File: src/mtfc_map.svh
// register offsets, field positions and timing counts of the tx block
`ifndef MTFC_MAP_SVH
`define MTFC_MAP_SVH

`define MTFC_CFG_OFFSET 8'h00
`define MTFC_STATUS_OFFSET 8'h04

`define MTFC_CFG_HONOUR_BIT 0
`define MTFC_CFG_GENERATE_BIT 1
`define MTFC_CFG_TRESET_BIT 2
`define MTFC_CFG_OVERSIZE_BIT 3
`define MTFC_CFG_CLIENT_FCS_BIT 4
`define MTFC_CFG_ENABLE_BIT 5
`define MTFC_CFG_HALF_BIT 6

`define MTFC_STAT_PAUSE_LSB 0
`define MTFC_STAT_PEND_BIT 16
`define MTFC_STAT_INHIBIT_BIT 17
`define MTFC_STAT_STATE_LSB 24

`define MTFC_PREAMBLE_LEN 6'd7
`define MTFC_PREAMBLE_BYTE 8'h55
`define MTFC_SFD_BYTE 8'hd5
`define MTFC_IFG_BYTES 6'd12
`define MTFC_MIN_FRAME 16'd60
`define MTFC_MAX_FRAME 16'd1518
`define MTFC_FCS_LEN 16'd4
`define MTFC_QUANTUM_BITS 512
`define MTFC_BITS_PER_CYCLE 8
`define MTFC_QUANTUM_CYCLES 6'((`MTFC_QUANTUM_BITS / `MTFC_BITS_PER_CYCLE) - 1)

`define MTFC_CRC_POLY 32'hedb88320
`define MTFC_CRC_INIT 32'hffffffff
`define MTFC_PAUSE_DEST 48'h0180c2000001
`define MTFC_PAUSE_TYPE 16'h8808
`define MTFC_PAUSE_OPCODE 16'h0001

`endif

File: src/mtfc_pkg.sv
// types of the transmit and flow control block
`default_nettype none
package mtfc_pkg;

  typedef enum logic [7:0] {
    MTFC_IDLE = 8'h01,
    MTFC_PRE = 8'h02,
    MTFC_DATA = 8'h04,
    MTFC_DROP = 8'h08,
    MTFC_PAD = 8'h10,
    MTFC_PSEND = 8'h20,
    MTFC_FCS = 8'h40,
    MTFC_IFG = 8'h80
  } mtfc_state_t;

  typedef struct packed {
    logic half;
    logic enable;
    logic client_fcs;
    logic oversize;
    logic treset;
    logic generate_en;
    logic honour;
  } mtfc_cfg_t;

  typedef struct packed {
    mtfc_state_t st;
    mtfc_cfg_t cfg;
    logic psel;
    logic pend;
    logic [15:0] pause;
    logic [5:0] sub;
    logic [5:0] idx;
    logic [15:0] fcnt;
    logic [31:0] crc;
    logic [7:0] txd;
    logic txen;
    logic txer;
    logic fwd;
    logic [31:0] rdata;
  } mtfc_regs_t;

  typedef struct packed {
    logic [2:0] wptr;
    logic [2:0] rptr;
    logic [3:0] count;
    logic ready;
  } mtfc_fifo_t;

endpackage
`default_nettype wire

File: src/mtfc_tx.sv
// transmit engine with flow control, its config registers and fifo
//
// Our own choices: the address-and-strobe port and the placing of the registers.
`timescale 1ns/10ps
`default_nettype none
`include "mtfc_map.svh"

module mtfc_fifo #(
  parameter int WIDTH = 9,
  parameter int DEPTH = 8
) (
  input wire logic sys_clk_in,
  input wire logic reset_n_in,
  input wire logic flush_in,
  input wire logic [WIDTH-1:0] in_data_in,
  input wire logic in_valid_in,
  output logic in_ready_out,
  output logic [WIDTH-1:0] out_data_out,
  output logic out_valid_out,
  input wire logic out_ready_in
);
  import mtfc_pkg::*;
  mtfc_fifo_t q, d;
  logic [WIDTH-1:0] mem [DEPTH];
  logic push, pop;

  always_comb begin
    push = in_valid_in && q.ready;
    pop = (q.count != 4'h0) && out_ready_in;
    d = q;
    if (push) begin
      d.wptr = (q.wptr == 3'(DEPTH - 1)) ? 3'h0 : q.wptr + 3'h1;
    end
    if (pop) begin
      d.rptr = (q.rptr == 3'(DEPTH - 1)) ? 3'h0 : q.rptr + 3'h1;
    end
    d.count = q.count + {3'h0, push} - {3'h0, pop};
    if (flush_in) begin
      d.wptr = 3'h0;
      d.rptr = 3'h0;
      d.count = 4'h0;
    end
    d.ready = d.count < 4'(DEPTH);
  end

  always_ff @(posedge sys_clk_in or negedge reset_n_in) begin
    if (!reset_n_in) begin
      q <= '0;
    end else begin
      q <= d;
    end
  end

  always_ff @(posedge sys_clk_in) begin
    if (push) begin
      mem[q.wptr] <= in_data_in;
    end
  end

  assign in_ready_out = q.ready;
  assign out_data_out = mem[q.rptr];
  assign out_valid_out = q.count != 4'h0;
endmodule

module mtfc_tx #(
  parameter bit host_interface_enable = 1'b1,
  parameter bit rx_pause_honour_default = 1'b1,
  parameter bit tx_pause_generate_default = 1'b1,
  parameter bit tx_reset_default = 1'b0,
  parameter bit tx_oversize_allow_default = 1'b0,
  parameter bit tx_client_fcs_default = 1'b0,
  parameter bit tx_enable_default = 1'b1,
  parameter bit tx_half_duplex_default = 1'b0,
  parameter logic [47:0] source_address = 48'h020000000001 // arbitrary
) (
  input wire logic sys_clk_in,
  input wire logic reset_n_in,
  input wire logic [7:0] reg_addr_in,
  input wire logic [31:0] reg_wdata_in,
  input wire logic reg_wr_in,
  input wire logic reg_rd_in,
  output logic [31:0] reg_rdata_out,
  input wire logic [7:0] client_data_in,
  input wire logic client_last_in,
  input wire logic client_valid_in,
  output logic client_ready_out,
  input wire logic client_pause_request_in,
  input wire logic [15:0] client_pause_value_in,
  input wire logic rx_pause_frame_in,
  input wire logic [15:0] rx_pause_quanta_in,
  output logic rx_pause_forward_out,
  output logic [7:0] phy_txd_out,
  output logic phy_tx_en_out,
  output logic phy_tx_er_out
);
  import mtfc_pkg::*;

  localparam mtfc_cfg_t cfg_default = '{
    half: tx_half_duplex_default,
    enable: tx_enable_default,
    client_fcs: tx_client_fcs_default,
    oversize: tx_oversize_allow_default,
    treset: tx_reset_default,
    generate_en: tx_pause_generate_default,
    honour: rx_pause_honour_default
  };
  localparam logic [15:0] short_limit = `MTFC_MAX_FRAME - `MTFC_FCS_LEN;

  mtfc_regs_t q, d;
  logic pop;
  logic [8:0] fifo_data;
  logic fifo_valid;
  logic [15:0] limit;
  logic [31:0] crc_out;

  function automatic logic [31:0] crc_next(input logic [31:0] c,
                                           input logic [7:0] b);
    logic [31:0] r;
    r = c ^ {24'h0, b};
    for (int i = 0; i < 8; i++) begin
      r = r[0] ? ((r >> 1) ^ `MTFC_CRC_POLY) : (r >> 1);
    end
    return r;
  endfunction

  function automatic logic [7:0] pause_byte(input logic [15:0] n,
                                            input logic [15:0] value);
    logic [143:0] hdr;
    hdr = {`MTFC_PAUSE_DEST, source_address, `MTFC_PAUSE_TYPE,
           `MTFC_PAUSE_OPCODE, value};
    if (n < 16'd18) begin
      return hdr[8 * (17 - n) +: 8];
    end
    return 8'h00;
  endfunction

  function automatic mtfc_cfg_t word_to_cfg(input logic [31:0] w);
    mtfc_cfg_t c;
    c.honour = w[`MTFC_CFG_HONOUR_BIT];
    c.generate_en = w[`MTFC_CFG_GENERATE_BIT];
    c.treset = w[`MTFC_CFG_TRESET_BIT];
    c.oversize = w[`MTFC_CFG_OVERSIZE_BIT];
    c.client_fcs = w[`MTFC_CFG_CLIENT_FCS_BIT];
    c.enable = w[`MTFC_CFG_ENABLE_BIT];
    c.half = w[`MTFC_CFG_HALF_BIT];
    return c;
  endfunction

  mtfc_fifo #(.WIDTH(9), .DEPTH(8)) u_fifo (
    .sys_clk_in(sys_clk_in),
    .reset_n_in(reset_n_in),
    .flush_in(q.cfg.treset),
    .in_data_in({client_last_in, client_data_in}),
    .in_valid_in(client_valid_in),
    .in_ready_out(client_ready_out),
    .out_data_out(fifo_data),
    .out_valid_out(fifo_valid),
    .out_ready_in(pop)
  );

  always_comb begin
    d = q;
    pop = 1'b0;
    d.txen = 1'b0;
    d.txer = 1'b0;
    d.txd = 8'h00;
    d.fwd = 1'b0;
    d.rdata = 32'h0;
    crc_out = ~q.crc;
    limit = q.cfg.client_fcs ? `MTFC_MAX_FRAME : short_limit;
    if (reg_rd_in) begin
      case (reg_addr_in)
        `MTFC_CFG_OFFSET: d.rdata = {25'h0, q.cfg};
        `MTFC_STATUS_OFFSET: begin
          d.rdata[`MTFC_STAT_PAUSE_LSB +: 16] = q.pause;
          d.rdata[`MTFC_STAT_PEND_BIT] = q.pend;
          d.rdata[`MTFC_STAT_INHIBIT_BIT] = q.pause != 16'h0;
          d.rdata[`MTFC_STAT_STATE_LSB +: 8] = q.st;
        end
        default: d.rdata = 32'h0;
      endcase
    end
    if (host_interface_enable && reg_wr_in &&
        reg_addr_in == `MTFC_CFG_OFFSET) begin
      d.cfg = word_to_cfg(reg_wdata_in);
    end
    if (d.cfg.treset) begin
      d.cfg = cfg_default;
      d.cfg.treset = 1'b1;
    end
    // pause quanta count down, one per 512 bit times
    if (q.pause != 16'h0) begin
      if (q.sub == `MTFC_QUANTUM_CYCLES) begin
        d.sub = 6'h0;
        d.pause = q.pause - 16'h1;
      end else begin
        d.sub = q.sub + 6'h1;
      end
    end
    if (rx_pause_frame_in) begin
      if (q.cfg.honour && !q.cfg.half) begin
        d.pause = rx_pause_quanta_in;
        d.sub = 6'h0;
      end else if (!q.cfg.honour) begin
        d.fwd = 1'b1;
      end
    end
    case (q.st)
      MTFC_IDLE: begin
        d.idx = 6'h0;
        if (q.cfg.enable && q.pause == 16'h0) begin
          if (q.pend) begin
            d.st = MTFC_PRE;
            d.psel = 1'b1;
            d.pend = 1'b0;
          end else if (fifo_valid) begin
            d.st = MTFC_PRE;
            d.psel = 1'b0;
          end
        end
      end
      MTFC_PRE: begin
        d.txen = 1'b1;
        d.txd = (q.idx == `MTFC_PREAMBLE_LEN) ? `MTFC_SFD_BYTE
                                              : `MTFC_PREAMBLE_BYTE;
        d.idx = q.idx + 6'h1;
        d.fcnt = 16'h0;
        d.crc = `MTFC_CRC_INIT;
        if (q.idx == `MTFC_PREAMBLE_LEN) begin
          d.st = q.psel ? MTFC_PSEND : MTFC_DATA;
        end
      end
      MTFC_DATA: begin
        d.txen = 1'b1;
        if (!fifo_valid ||
            (!q.cfg.oversize && q.fcnt >= limit)) begin
          d.txer = 1'b1;
          d.st = MTFC_DROP;
        end else begin
          pop = 1'b1;
          d.txd = fifo_data[7:0];
          d.crc = crc_next(q.crc, fifo_data[7:0]);
          d.fcnt = (q.fcnt == 16'hffff) ? q.fcnt : q.fcnt + 16'h1;
          d.idx = 6'h0;
          if (fifo_data[8]) begin
            if (q.cfg.client_fcs) begin
              d.st = MTFC_IFG;
            end else if (d.fcnt < `MTFC_MIN_FRAME) begin
              d.st = MTFC_PAD;
            end else begin
              d.st = MTFC_FCS;
            end
          end
        end
      end
      MTFC_DROP: begin
        pop = fifo_valid;
        d.idx = 6'h0;
        if (fifo_valid && fifo_data[8]) begin
          d.st = MTFC_IFG;
        end
      end
      MTFC_PAD, MTFC_PSEND: begin
        d.txen = 1'b1;
        d.txd = (q.st == MTFC_PSEND) ?
                pause_byte(q.fcnt, client_pause_value_in) : 8'h00;
        d.crc = crc_next(q.crc, d.txd);
        d.fcnt = q.fcnt + 16'h1;
        d.idx = 6'h0;
        if (d.fcnt == `MTFC_MIN_FRAME) begin
          d.st = MTFC_FCS;
        end
      end
      MTFC_FCS: begin
        d.txen = 1'b1;
        d.txd = crc_out[8 * q.idx[1:0] +: 8];
        d.idx = q.idx + 6'h1;
        if (q.idx == 6'h3) begin
          d.st = MTFC_IFG;
          d.idx = 6'h0;
        end
      end
      MTFC_IFG: begin
        d.idx = q.idx + 6'h1;
        if (q.idx == `MTFC_IFG_BYTES - 6'h1) begin
          d.st = MTFC_IDLE;
        end
      end
      default: d.st = MTFC_IDLE;
    endcase
    if (!q.cfg.generate_en || q.cfg.half) begin
      d.pend = 1'b0;
    end else if (client_pause_request_in) begin
      d.pend = 1'b1;
    end
    if (q.cfg.treset) begin
      d.st = MTFC_IDLE;
      d.pend = 1'b0;
      d.txen = 1'b0;
      d.txer = 1'b0;
      d.txd = 8'h00;
      pop = 1'b0;
    end
  end

  always_ff @(posedge sys_clk_in or negedge reset_n_in) begin
    if (!reset_n_in) begin
      q <= '0;
      q.st <= MTFC_IDLE;
      q.cfg <= cfg_default;
    end else begin
      q <= d;
    end
  end

  assign reg_rdata_out = q.rdata;
  assign rx_pause_forward_out = q.fwd;
  assign phy_txd_out = q.txd;
  assign phy_tx_en_out = q.txen;
  assign phy_tx_er_out = q.txer;
endmodule
`default_nettype wire

File: config.mk
export PLATFORM = sky130hd
export DESIGN_NAME = mtfc_tx
export DESIGN_NICKNAME = d
export VERILOG_FILES = /design/src/mtfc_pkg.sv /design/src/mtfc_tx.sv
export VERILOG_INCLUDE_DIRS = /design/src
export SDC_FILE = /design/constraint.sdc
export NUM_CORES = 1
export LEC_CHECK = 0
export BUFFER_PORTS_ARGS = -buffer_cell sky130_fd_sc_hd__buf_2
export CAP_MARGIN = 20
export CORE_MARGIN = 8
export CORE_UTILIZATION = 64
export DETAILED_ROUTE_END_ITERATION = 7
export GPL_ROUTABILITY_DRIVEN = 1
export HOLD_SLACK_MARGIN = 0.03
export PLACE_DENSITY_LB_ADDON = 0.08
export SLEW_MARGIN = 20
export SYNTH_ARGS = -nofsm -noshare
export SYNTH_HDL_FRONTEND = slang
export SYNTH_HIERARCHICAL = 1
export SYNTH_SLANG_ARGS = --single-unit
File: constraint.sdc
create_clock -name sys_clk_in -period 9.5 [get_ports sys_clk_in]
set_input_delay 1.9 -clock sys_clk_in [delete_from_list [all_inputs] [get_ports sys_clk_in]]
set_output_delay 1.9 -clock sys_clk_in [all_outputs]
set_load 0.01 [all_outputs]
==> results.json <==
{
  "status": "completed",
  "start_util_pct": 64.7,
  "min_period_ps": 4690,
  "path_class": "flop to flop",
  "period_share_pct": 49.4,
  "die-area_um2": 24200,
  "synthArstFlopShare_pct": 66.2,
  "pwr-share-clk_pct": 21.5,
  "clockRootBuffer": "clkbuf_16",
  "rr_startpoint": "q[77]",
  "yosys.area.top_type": "dfrtp_1",
  "critical-path-top-delay-family": "simple AND/OR/NAND/NOR gates",
  "setup_tns_ps": 0,
  "combPwrFrac_pct": 46.7,
  "maxCapViolations": 0,
  "yosysMostFrequentCell": "dfrtp_1",
  "cts_tree": "done",
  "ctsHtreeMaxLevel": 1,
  "grt.total_usage_pct": 24.7,
  "worstPathCellList": "ha_1, a21o_1, a21oi_1, o21bai_1, a21oi_1, nor2_1, nor3_1, nor2_1, nor2_1, inv_1, nor2_1, ha_1, inv_1, ha_1, a21o_1, a21oi_1, mux2_2",
  "drive_gt1_share_pct": 18.1,
  "synthesis.area_um2": 12500,
  "path_common_cell": "nor2_1",
  "cts-hold-fix-buffers": 0,
  "hpwl_mm": 20.5,
  "vias_per_cell": 6.09,
  "required_ps": 9920,
  "p_leak_nw": 5.48,
  "drv_slew": 0,
  "post-cts-setup-buffers": 0,
  "ir_drop_mv": 0.198,
  "cts_resized": 0,
  "yosys_register_bits": 213,
  "synthToLayoutAreaGrowth_pct": 8.69,
  "crit_buf_inv": 2,
  "die_height_um": 156,
  "cp_slowest_cell": "nor3_1",
  "drt_first_pass_iters": 6,
  "synth_area_leaders": "dfrtp_1 28%, edfxtp_1 17%, xnor2_1 6.5%",
  "crit_fanout": 16,
  "start_kind": "flop",
  "clk_latency_ps": 540,
  "seq_area_frac_synth_pct": 45.7,
  "tightest_slew_ps": 1090,
  "clk_path_buf_depth": 3,
  "grt_overflow": 0,
  "grt_pass1_vias": 8859,
  "p_int_w": 0.00247,
  "p_sw_w": 0.00161,
  "yosys-top-cells-count": "137 x dfrtp_1, 112 x nor2_1, 93 x xnor2_1",
  "grt_pass1_wl_mm": 47.5,
  "ios": 132,
  "synthCells": 1149,
  "antenna_cells": 0,
  "wirelength_mm": 29.8,
  "critPathArrivalTime_ps": 5110,
  "p_seq_share_pct": 31.7,
  "p_sw_share_pct": 39.5,
  "yosysUniqueCellTypes": 97,
  "min_path_type": "flop to flop",
  "port_buffers": 100,
  "antenna_found_initial": 1,
  "rsz0062_at_grt": "no",
  "fin_worst_skew_ps": 24.0,
  "vias": 9006,
  "drt_iter0_drc": 737,
  "avgSynthCellArea_um2": 10.8,
  "yosysWarnings": 6,
  "max_freq_ghz": 0.213,
  "synth.top_cell.area_share_pct": 27.5,
  "setup_viol": 0,
  "synth-main-ff-cell": "dfrtp_1",
  "clk_pin_slew_ps": 60,
  "cts_buffers": 24,
  "total_power_w": 0.00408,
  "regArea_um2": 5700,
  "fp.dieW_um": 156,
  "fill_cells": 1459,
  "numClockSinks": 213,
  "multi_input_area_um2": 6070,
  "coreArea_um2": 19300,
  "drcViolationCount": 0,
  "layout.nets": 1301,
  "final-hold-violation-count": 0,
  "relSlewSlack_pct": 26.6,
  "antenna_left": 0,
  "post_drt_wl_per_cell_um": 20.2,
  "cp_slowest_stage_delay_ps": 810,
  "crit_path_start": "q[77]",
  "end_kind": "flop",
  "synth_edf_count": 72,
  "hp-start": "q[126]",
  "row_count": 51,
  "powerDensity_nw_per_um2": 301,
  "routabilityCongestion": 0.904,
  "grt_max_degree": 78
}
## power groups by stage
stage	Clock, W	Combinational, W	Sequential (W)
floorplan	0	0.00153	0.00122
global placement	0	0.00183	0.00130
detailed placement	0	0.00186	0.00130
CTS	0.000894	0.00188	0.00129
global route	0.000930	0.00206	0.00131
finish	0.000879	0.00191	0.00129
## final cells by class
| type | count | share of cell area, % |
|---|---|---|
| timing repair buffer | 110 | 4.30 |
| sequential | 213 | 42.1 |
| clock buffer | 38 | 5.19 |
| tap | 265 | 2.45 |
| inverter | 27 | 0.748 |
| multi-input combinational | 819 | 44.8 |
| clock inverter | 6 | 0.434 |
## layout by cell type, fill, tap and decap left out, types with 6 or more instances in the layout
cell	instances
a21oi_1	62
nand4_1	13
o22ai_1	9
xor2_1	46
o22a_1	6
mux2i_1	21
o211ai_1	7
inv_1	27
xnor2_1	93
o21ai_0	62
a31oi_1	6
nand2_1	82
nor3_1	25
nand3_1	19
nand2b_1	11
nor2b_1	8
conb_1	6
a21o_1	6
nor4_1	9
and3_1	11
mux2_4	9
buf_2	99
nand3b_1	6
mux4_2	17
dfrtp_1	137
nor2_1	111
a211oi_1	10
mux4_1	9
clkbuf_16	24
buf_4	10
ha_1	17
and2_1	20
edfxtp_1	72
clkbuf_1	9
## cells by family (layout without fill, tap and decap cells)
family / after synthesis / in the layout / share of synthesized area (%)
compound gates: 224 / 224 / 11.6
xor+xnor: 152 / 152 / 11.9
fa+ha+maj: 18 / 18 / 1.87
buf+inv: 122 / 181 / 5.85
flops: 213 / 213 / 45.7
mux: 58 / 58 / 7.92
other cells: 1 / 6 / 0.0301
simple gates: 361 / 361 / 15.1
## state kept, by name, summed over array words and instances, names as in the netlist
register and count:
q 93, reg_rdata_out 26, phy_txd_out 8, rx_pause_forward_out 1
u_fifo/q 10, u_fifo/mem 72, phy_tx_en_out 1, u_fifo/in_ready_out 1
phy_tx_er_out 1
## layer usage
layer	wire (um)	part of all wire, %	vias up	GRT usage [%]
met4	1110	3.7	2	10.2
met3	1860	6.3	88	4.02
li1	-	-	4177	-
met1	12300	41	4401	31.8
met2	14500	49	338	41.1
met5	10	0.034	-	0
## final timing paths
kind,end,slack (ps),cells past startpoint
setup / recovery,u_fifo/q[4],4810,17
hold / removal,q[126],520,2
setup reg to reg,u_fifo/q[4],4810,17
hold reg to reg,q[126],520,2
max in group asynchronous,phy_txd_out[6],6760,2
min in group asynchronous,u_fifo/q[8],1370,1
## worst register-to-register path: stages (launching register included)
cell	delay, ps
dfrtp_1	660
ha_1	330
a21o_1	170
a21oi_1	140
o21bai_1	80
a21oi_1	410
nor2_1	80
nor3_1	810
nor2_1	130
nor2_1	220
inv_1	130
nor2_1	150
ha_1	160
inv_1	70
ha_1	270
a21o_1	160
a21oi_1	250
mux2_2	370
## through the flow
stage          setup WS (ps)  std cells  utilization (%)  area [um^2]  hold slack [ps]
3_5_place_dp            4920       1434             66.3        12800              508
5_1_grt                 4570       1478             70.3        13500              544
6_report                4810       1478             70.3        13500              519
3_3_place_gp            4920       1434             66.3        12800              516
2_1_floorplan           5620       1154                -        12500              452
4_1_cts                 4920       1478             70.3        13500              515
No activity file was read; power rests on OpenSTA's default activity.
